--- src/rtl/mrx_pkg.sv ---
// Package for the move, logic, rotate and skip slice of the 8-bit core
package mrx_pkg;
	localparam int DW = 8;
	localparam int PC_W = 12;
	localparam int NIB = 4;
	localparam logic [DW-1:0] WORK_RST = 8'h00;
	localparam logic [PC_W-1:0] PC_RST = 12'h000;
	localparam logic [PC_W-1:0] PC_STEP = 12'h001;
	localparam logic [PC_W-1:0] PC_SKIP_STEP = 12'h002;
	localparam logic [DW-1:0] DEC_STEP = 8'h01;
	localparam logic [DW-1:0] ZERO_BYTE = 8'h00;
	localparam logic IRQ_EN_RST = 1'b0;
	localparam logic IRQ_EN_SET = 1'b1;

	typedef enum logic [4:0] {
		OP_COPY_MEM_TO_WORK,
		OP_COPY_IMM_TO_WORK,
		OP_COPY_WORK_TO_MEM,
		OP_NO_OPERATION,
		OP_UNION_MEM,
		OP_UNION_IMM,
		OP_UNION_TO_MEM,
		OP_BACK_FROM_CALL,
		OP_BACK_FROM_CALL_IMM,
		OP_BACK_FROM_IRQ,
		OP_ROTL,
		OP_ROTL_WORK,
		OP_ROTL_CY,
		OP_ROTL_CY_WORK,
		OP_ROTR,
		OP_ROTR_WORK,
		OP_ROTR_CY,
		OP_ROTR_CY_WORK,
		OP_SUB_BORROW,
		OP_SUB_BORROW_MEM,
		OP_DEC_SKIP_ZERO,
		OP_DEC_SKIP_ZERO_WORK
	} mrx_op_t;

	typedef struct packed {
		mrx_op_t op;
		logic [DW-1:0] imm;
	} mrx_instr_t;

	typedef struct packed {
		logic watchdog_timeout_flag;
		logic power_down_flag;
		logic signed_wrap_flag;
		logic result_null_flag;
		logic half_carry_flag;
		logic arith_spill_flag;
	} mrx_flags_t;

	typedef struct packed {
		logic watchdog_timeout_flag;
		logic power_down_flag;
	} mrx_sysflags_t;

	localparam mrx_flags_t FLAGS_RST = '0;

	typedef enum logic {ST_RUN, ST_DUMMY} mrx_state_t;
endpackage : mrx_pkg

--- src/rtl/mrx_exec_unit.sv ---
// Execution unit for moves, OR, returns, rotates, subtract-with-borrow and decrement-skip
`timescale 1ns/1ps
`default_nettype none
module mrx_exec_unit (
	input wire logic mclk_i,
	input wire logic sys_rst_i,
	input wire logic issue_i,
	input wire mrx_pkg::mrx_instr_t instr_i,
	input wire logic [mrx_pkg::DW-1:0] mem_rdata_i,
	input wire logic [mrx_pkg::PC_W-1:0] stack_top_i,
	input wire logic irq_en_clr_i,
	input wire logic sys_flags_we_i,
	input wire mrx_pkg::mrx_sysflags_t sys_flags_i,
	output logic ready_o,
	output logic [mrx_pkg::DW-1:0] work_o,
	output mrx_pkg::mrx_flags_t flags_o,
	output logic global_irq_enable_o,
	output logic [mrx_pkg::PC_W-1:0] pc_o,
	output logic mem_we_o,
	output logic [mrx_pkg::DW-1:0] mem_wdata_o,
	output logic stack_pop_o,
	output logic discard_o
);
	import mrx_pkg::*;

	mrx_state_t state_reg;
	logic [DW-1:0] work_reg;
	mrx_flags_t flags_reg;
	logic irq_en_reg;
	logic [PC_W-1:0] pc_reg;
	logic mem_we_reg;
	logic [DW-1:0] mem_wdata_reg;
	logic pop_reg;
	logic discard_reg;

	logic taken;
	logic [DW-1:0] m;
	logic cy;
	logic [DW-1:0] rot_l;
	logic [DW-1:0] rot_r;
	logic [DW-1:0] rot_lc;
	logic [DW-1:0] rot_rc;
	logic [DW-1:0] union_src;
	logic [DW-1:0] union_res;
	logic [DW:0] sub_full;
	logic [NIB:0] sub_low;
	logic [DW-1:0] sub_res;
	logic sub_wrap;
	logic [DW-1:0] dec_res;
	logic dec_zero;

	logic work_we;
	logic [DW-1:0] work_next;
	mrx_flags_t flags_next;
	logic mem_we_next;
	logic [DW-1:0] mem_wdata_next;
	logic pop_next;
	logic skip_next;
	logic irq_set_next;
	logic two_cycle;

	assign taken = issue_i && (state_reg == ST_RUN);
	assign ready_o = (state_reg == ST_RUN);
	assign m = mem_rdata_i;
	assign cy = flags_reg.arith_spill_flag;

	// Datapath results
	assign rot_l = {m[DW-2:0], m[DW-1]};
	assign rot_r = {m[0], m[DW-1:1]};
	assign rot_lc = {m[DW-2:0], cy};
	assign rot_rc = {cy, m[DW-1:1]};
	assign union_src = (instr_i.op == OP_UNION_IMM) ? instr_i.imm : m;
	assign union_res = work_reg | union_src;
	// Borrow is the inverse of the spill flag, so add the complement plus the flag
	assign sub_full = {1'b0, work_reg} + {1'b0, ~m} + {{DW{1'b0}}, cy};
	assign sub_low = {1'b0, work_reg[NIB-1:0]} + {1'b0, ~m[NIB-1:0]} + {{NIB{1'b0}}, cy};
	assign sub_res = sub_full[DW-1:0];
	assign sub_wrap = (work_reg[DW-1] != m[DW-1]) && (sub_res[DW-1] != work_reg[DW-1]);
	assign dec_res = m - DEC_STEP;
	assign dec_zero = (dec_res == ZERO_BYTE);

	always_comb begin
		work_we = 1'b0;
		work_next = work_reg;
		flags_next = flags_reg;
		mem_we_next = 1'b0;
		mem_wdata_next = mem_wdata_reg;
		pop_next = 1'b0;
		skip_next = 1'b0;
		irq_set_next = 1'b0;
		two_cycle = 1'b0;
		unique case (instr_i.op)
			OP_COPY_MEM_TO_WORK: begin
				work_we = 1'b1;
				work_next = m;
			end
			OP_COPY_IMM_TO_WORK: begin
				work_we = 1'b1;
				work_next = instr_i.imm;
			end
			OP_COPY_WORK_TO_MEM: begin
				mem_we_next = 1'b1;
				mem_wdata_next = work_reg;
			end
			OP_NO_OPERATION: begin
				work_we = 1'b0;
			end
			OP_UNION_MEM, OP_UNION_IMM: begin
				work_we = 1'b1;
				work_next = union_res;
				flags_next.result_null_flag = (union_res == ZERO_BYTE);
			end
			OP_UNION_TO_MEM: begin
				mem_we_next = 1'b1;
				mem_wdata_next = union_res;
				flags_next.result_null_flag = (union_res == ZERO_BYTE);
			end
			OP_BACK_FROM_CALL: begin
				pop_next = 1'b1;
				two_cycle = 1'b1;
			end
			OP_BACK_FROM_CALL_IMM: begin
				pop_next = 1'b1;
				two_cycle = 1'b1;
				work_we = 1'b1;
				work_next = instr_i.imm;
			end
			OP_BACK_FROM_IRQ: begin
				pop_next = 1'b1;
				two_cycle = 1'b1;
				irq_set_next = 1'b1;
			end
			OP_ROTL: begin
				mem_we_next = 1'b1;
				mem_wdata_next = rot_l;
			end
			OP_ROTL_WORK: begin
				work_we = 1'b1;
				work_next = rot_l;
			end
			OP_ROTL_CY: begin
				mem_we_next = 1'b1;
				mem_wdata_next = rot_lc;
				flags_next.arith_spill_flag = m[DW-1];
			end
			OP_ROTL_CY_WORK: begin
				work_we = 1'b1;
				work_next = rot_lc;
				flags_next.arith_spill_flag = m[DW-1];
			end
			OP_ROTR: begin
				mem_we_next = 1'b1;
				mem_wdata_next = rot_r;
			end
			OP_ROTR_WORK: begin
				work_we = 1'b1;
				work_next = rot_r;
			end
			OP_ROTR_CY: begin
				mem_we_next = 1'b1;
				mem_wdata_next = rot_rc;
				flags_next.arith_spill_flag = m[0];
			end
			OP_ROTR_CY_WORK: begin
				work_we = 1'b1;
				work_next = rot_rc;
				flags_next.arith_spill_flag = m[0];
			end
			OP_SUB_BORROW, OP_SUB_BORROW_MEM: begin
				flags_next.signed_wrap_flag = sub_wrap;
				flags_next.result_null_flag = (sub_res == ZERO_BYTE);
				flags_next.half_carry_flag = sub_low[NIB];
				flags_next.arith_spill_flag = sub_full[DW];
				if (instr_i.op == OP_SUB_BORROW) begin
					work_we = 1'b1;
					work_next = sub_res;
				end else begin
					mem_we_next = 1'b1;
					mem_wdata_next = sub_res;
				end
			end
			OP_DEC_SKIP_ZERO: begin
				mem_we_next = 1'b1;
				mem_wdata_next = dec_res;
				skip_next = dec_zero;
				two_cycle = dec_zero;
			end
			OP_DEC_SKIP_ZERO_WORK: begin
				work_we = 1'b1;
				work_next = dec_res;
				skip_next = dec_zero;
				two_cycle = dec_zero;
			end
			default: begin
				work_we = 1'b0;
			end
		endcase
	end

	// Sequencer: two-cycle work ends in a dummy cycle with no issue accepted
	always_ff @(posedge mclk_i or posedge sys_rst_i) begin
		if (sys_rst_i) begin
			state_reg <= ST_RUN;
		end else begin
			unique case (state_reg)
				ST_RUN: begin
					if (taken && two_cycle) begin
						state_reg <= ST_DUMMY;
					end
				end
				ST_DUMMY: begin
					state_reg <= ST_RUN;
				end
			endcase
		end
	end

	always_ff @(posedge mclk_i or posedge sys_rst_i) begin
		if (sys_rst_i) begin
			work_reg <= WORK_RST;
		end else if (taken && work_we) begin
			work_reg <= work_next;
		end
	end

	// Slice flags change only through the instruction, system flags only via their own port
	always_ff @(posedge mclk_i or posedge sys_rst_i) begin
		if (sys_rst_i) begin
			flags_reg <= FLAGS_RST;
		end else begin
			if (taken) begin
				flags_reg.signed_wrap_flag <= flags_next.signed_wrap_flag;
				flags_reg.result_null_flag <= flags_next.result_null_flag;
				flags_reg.half_carry_flag <= flags_next.half_carry_flag;
				flags_reg.arith_spill_flag <= flags_next.arith_spill_flag;
			end
			if (sys_flags_we_i) begin
				flags_reg.watchdog_timeout_flag <= sys_flags_i.watchdog_timeout_flag;
				flags_reg.power_down_flag <= sys_flags_i.power_down_flag;
			end
		end
	end

	// Set by the interrupt return wins over a clear in the same cycle
	always_ff @(posedge mclk_i or posedge sys_rst_i) begin
		if (sys_rst_i) begin
			irq_en_reg <= IRQ_EN_RST;
		end else if (taken && irq_set_next) begin
			irq_en_reg <= IRQ_EN_SET;
		end else if (irq_en_clr_i) begin
			irq_en_reg <= ~IRQ_EN_SET;
		end
	end

	always_ff @(posedge mclk_i or posedge sys_rst_i) begin
		if (sys_rst_i) begin
			pc_reg <= PC_RST;
		end else if (taken) begin
			if (pop_next) begin
				pc_reg <= stack_top_i;
			end else if (skip_next) begin
				pc_reg <= pc_reg + PC_SKIP_STEP;
			end else begin
				pc_reg <= pc_reg + PC_STEP;
			end
		end
	end

	always_ff @(posedge mclk_i or posedge sys_rst_i) begin
		if (sys_rst_i) begin
			mem_we_reg <= 1'b0;
			mem_wdata_reg <= ZERO_BYTE;
		end else begin
			mem_we_reg <= taken && mem_we_next;
			mem_wdata_reg <= taken ? mem_wdata_next : mem_wdata_reg;
		end
	end

	always_ff @(posedge mclk_i or posedge sys_rst_i) begin
		if (sys_rst_i) begin
			pop_reg <= 1'b0;
			discard_reg <= 1'b0;
		end else begin
			pop_reg <= taken && pop_next;
			discard_reg <= taken && skip_next;
		end
	end

	assign work_o = work_reg;
	assign flags_o = flags_reg;
	assign global_irq_enable_o = irq_en_reg;
	assign pc_o = pc_reg;
	assign mem_we_o = mem_we_reg;
	assign mem_wdata_o = mem_wdata_reg;
	assign stack_pop_o = pop_reg;
	assign discard_o = discard_reg;
endmodule : mrx_exec_unit
`default_nettype wire

--- config.mk ---
export PLATFORM = sky130hd
export DESIGN_NAME = mrx_exec_unit
export DESIGN_NICKNAME = d
export VERILOG_FILES = /design/src/rtl/mrx_pkg.sv /design/src/rtl/mrx_exec_unit.sv
export SDC_FILE = /design/constraint.sdc
export NUM_CORES = 1
export LEC_CHECK = 0
export ABC_AREA = 1
export BUFFER_PORTS_ARGS = -buffer_cell sky130_fd_sc_hd__buf_2
export CORE_AREA = 8 8 94 96
export CTS_CLUSTER_DIAMETER = 60
export DETAILED_ROUTE_END_ITERATION = 10
export DIE_AREA = 0 0 102 104
export PLACE_DENSITY = 0.8
export SLEW_MARGIN = 25
export SYNTH_ARGS = -nofsm -noshare
export SYNTH_HDL_FRONTEND = slang
export SYNTH_SLANG_ARGS = --single-unit
--- constraint.sdc ---
create_clock -name mclk_i -period 2.6 [get_ports mclk_i]
set_clock_uncertainty 0.15 [all_clocks]
set_input_delay 0.52 -clock mclk_i [delete_from_list [all_inputs] [get_ports mclk_i]]
set_output_delay 0.52 -clock mclk_i [all_outputs]
set_load 0.005 [all_outputs]
==> flow_metrics.tcl <==
set metrics [dict create \
    outcome "complete, no violations" \
    portBuffers 78 \
    worstSetupPathDepth 10 \
    finalNonFillerCells 891 \
    cellLeakagePower_nw 2.72 \
    antenna_found_initial 0 \
    drt-wirelength-per-cell_um 16.2 \
    start_util 0.541 \
    dp_slack_ps -51.7 \
    synth_warnings 0 \
    rsz0062_at_grt "no" \
    r2r-start "cy$_DFFE_PP0P_" \
    cts_htree_levels 2 \
    crit_top_cell "nand3_1" \
    hpwl_um 11600 \
    first_iter_violations 440 \
    cellPowerDensity_nw_per_um2 593 \
    fin_ws_ps 190 \
    path_cells "fa_2 -> fa_1 -> nand3_1 -> nand3_1 -> xor2_1 -> and2_1 -> a21oi_1 -> nand2_1 -> nand3_1 -> nand2_1" \
    numCtsBuffers 5 \
    cts_resized 0 \
    clk_pin_slew_ps 90 \
    yosysSeqAreaShare 0.242 \
    post-route-period-util 0.927 \
    num_io_pins 79 \
    crit_path_top_delay_cell "dfrtp_1" \
    syn_area_um2 4030 \
    routed_via_density 5.58 \
    drtPass1Iterations 5 \
    period_needed_ps 2410 \
    nNetsFinal 841 \
    arrival_ps 2450 \
    dp_cells 883 \
    die_area_um2 10600 \
    die_x_um 102 \
    ys.flop_type "dfrtp_1" \
    gp_congestion 0.958 \
    tns_ps 0 \
    root_buffer "clkbuf_8" \
    drv_slew 0 \
    grt_max_degree 40 \
    critPathBufInv 0 \
    fmax_ghz 0.415 \
    final-hold-violation-count 0 \
    syn-num-nets 730 \
    syn-mean-instance-area_um2 5.95 \
    rrSetupSlack_ps 190 \
    ant_nets 0 \
    cap_violations 0 \
    fp-row-count 32 \
    cp-endpoint "mem_wdata_o[4]$_DFFE_PP0P_" \
    start_kind "flop" \
    grt_pass1_vias 4592 \
    num_vias 4974 \
    diodes 0 \
    peakVddDrop_uv 434 \
    yosysUniqueCellTypes 41 \
    gr-total-overflow 0 \
    tightest_slew_ps 544 \
    core_um2 7450 \
    cts_tree "yes" \
    setup_viol 0 \
    slowest_delay_ps 490 \
    crit_start "cy$_DFFE_PP0P_" \
    relSlewSlack 0.637 \
    async_flop_share 1.00 \
    nFillCells 726 \
    clk_latency_ps 300 \
    grt_pass1_wl_um 23100 \
    clockBufferDepth 2 \
    reg2regPathDepth 10 \
    grtUsageTotal 0.270 \
    syn_inst 677 \
    largest_reg_flops 12 \
    power_mw 2.87 \
    drcViolationCount 0 \
    ctsHoldBuffers 0 \
    worst-setup-path-type "reg2reg" \
    r2r_end "mem_wdata_o[4]$_DFFE_PP0P_" \
    critPathCaptureType "flop" \
    cp_max_fo 6 \
    die_h_um 104 \
    totalWireLength_um 14500 \
    syn_to_final_growth_pct 20.1 \
    cts_setup_buffers 0 \
    drive_gt1_frac 0.196 \
    synth_edf_count 0 \
    clock-sinks 39 \
    synth-seq-cells 39 \
    crit_required_ps 2640 \
    holdCritPathClass "in2async" \
    cp_top_family "adder cells" \
]
==> metal layers <==
layer,GRT usage,part of all wire
met1,0.367,0.41
met2,0.425,0.45
met3,0.0368,0.11
met4,0.0860,0.030
met5,0,0
==> worst reg2reg max path, stage by stage (launching register included) <==
cell,delay (ps)
dfrtp_1,490
fa_2,410
fa_1,390
nand3_1,100
nand3_1,110
xor2_1,170
and2_1,160
a21oi_1,150
nand2_1,70
nand3_1,60
nand2_1,50
==> layout make-up <==
class	instances	area, µm²	area share
Inverter	87	329	0.0680
Multi-Input combinational cell	537	2630	0.544
Sequential cell	39	976	0.202
Tap cell	102	128	0.0264
Clock inverter	3	15.0	0.00310
Clock buffer	5	68.8	0.0142
Timing Repair Buffer	118	691	0.143
==> cells in the final DEF (no fill, tap or decap), types with 9 or more instances in the layout <==
master / synthesis / layout
a21oi_1: 23 / 23
buf_2: 4 / 78
nand3_1: 50 / 50
nand4_1: 28 / 28
dfrtp_1: 39 / 39
buf_4: 4 / 40
ha_1: 11 / 11
xor2_1: 16 / 16
nand2_1: 241 / 241
nor2_1: 87 / 87
inv_1: 82 / 82
o21ai_0: 20 / 20
o21a_1: 9 / 9
==> logic make-up (layout without fill, tap and decap cells) <==
kind of cell,Yosys count,count (layout),synth area share
buffers and inverters,101,213,0.105
flip-flops,39,39,0.242
AND/OR/NAND/NOR,435,435,0.463
adder cells (fa/ha/maj),13,13,0.0441
XOR/XNOR,19,19,0.0413
AO/OA/AOI/OAI,67,67,0.0962
multiplexers,3,3,0.00838
==> power breakdown <==
| group | internal [mW] | switching (mW) | leakage [nW] |
|---|---|---|---|
| combinational | 0.604 | 0.863 | 2.18 |
| sequential | 0.770 | 0.204 | 0.493 |
| clock | 0.185 | 0.243 | 0.0477 |
| total | 1.56 | 1.31 | 2.72 |
==> synth_stat cells, types with 2 or more instances <==
cell type | instances | share of area
nand4_1 | 28 | 0.043
fa_1 | 2 | 0.0099
ha_1 | 11 | 0.034
nand3_2 | 2 | 0.0050
clkinv_1 | 2 | 0.0019
mux2_2 | 3 | 0.0084
a21oi_1 | 23 | 0.029
dfrtp_1 | 39 | 0.24
nand2_2 | 6 | 0.0093
xor2_1 | 16 | 0.035
inv_2 | 2 | 0.0019
nand3_1 | 50 | 0.062
o21ai_0 | 20 | 0.025
xnor2_1 | 3 | 0.0065
o21a_1 | 9 | 0.017
nor2_4 | 4 | 0.011
nor2_2 | 6 | 0.0093
nand2_1 | 241 | 0.22
clkbuf_1 | 3 | 0.0028
o21ai_1 | 3 | 0.0037
nor2_1 | 87 | 0.081
buf_6 | 3 | 0.0084
nor3_1 | 6 | 0.0074
o22ai_1 | 3 | 0.0047
o211ai_1 | 2 | 0.0037
inv_1 | 82 | 0.076
buf_4 | 4 | 0.0074
buf_2 | 4 | 0.0050
==> per-stage QoR <==
step | hold WS, ps | util | instance area, µm²
after detailed placement | 311 | 0.639 | 4760
after global placement | 309 | 0.639 | 4760
after CTS | 221 | 0.650 | 4840
final | 207 | 0.650 | 4840
after floorplan | 322 | - | 4030
after global routing | 259 | 0.650 | 4840
==> worst min-delay path by stage <==
stage / start / endpoint / slack (ps) / cells after the start
3_3_place_gp: mem_wdata_o[7]$_DFFE_PP0P_ / mem_wdata_o[7]$_DFFE_PP0P_ / 310 / 2
5_1_grt: sys_rst_i / mem_wdata_o[0]$_DFFE_PP0P_ / 260 / 3
4_1_cts: sys_rst_i / work_o[4]$_DFFE_PP0P_ / 220 / 3
2_1_floorplan: flags_o[2]$_DFFE_PP0P_ / flags_o[2]$_DFFE_PP0P_ / 320 / 2
3_5_place_dp: mem_wdata_o[3]$_DFFE_PP0P_ / mem_wdata_o[3]$_DFFE_PP0P_ / 310 / 2
6_report: sys_rst_i / work_o[4]$_DFFE_PP0P_ / 210 / 3
No activity file was read; power rests on OpenSTA's default activity.
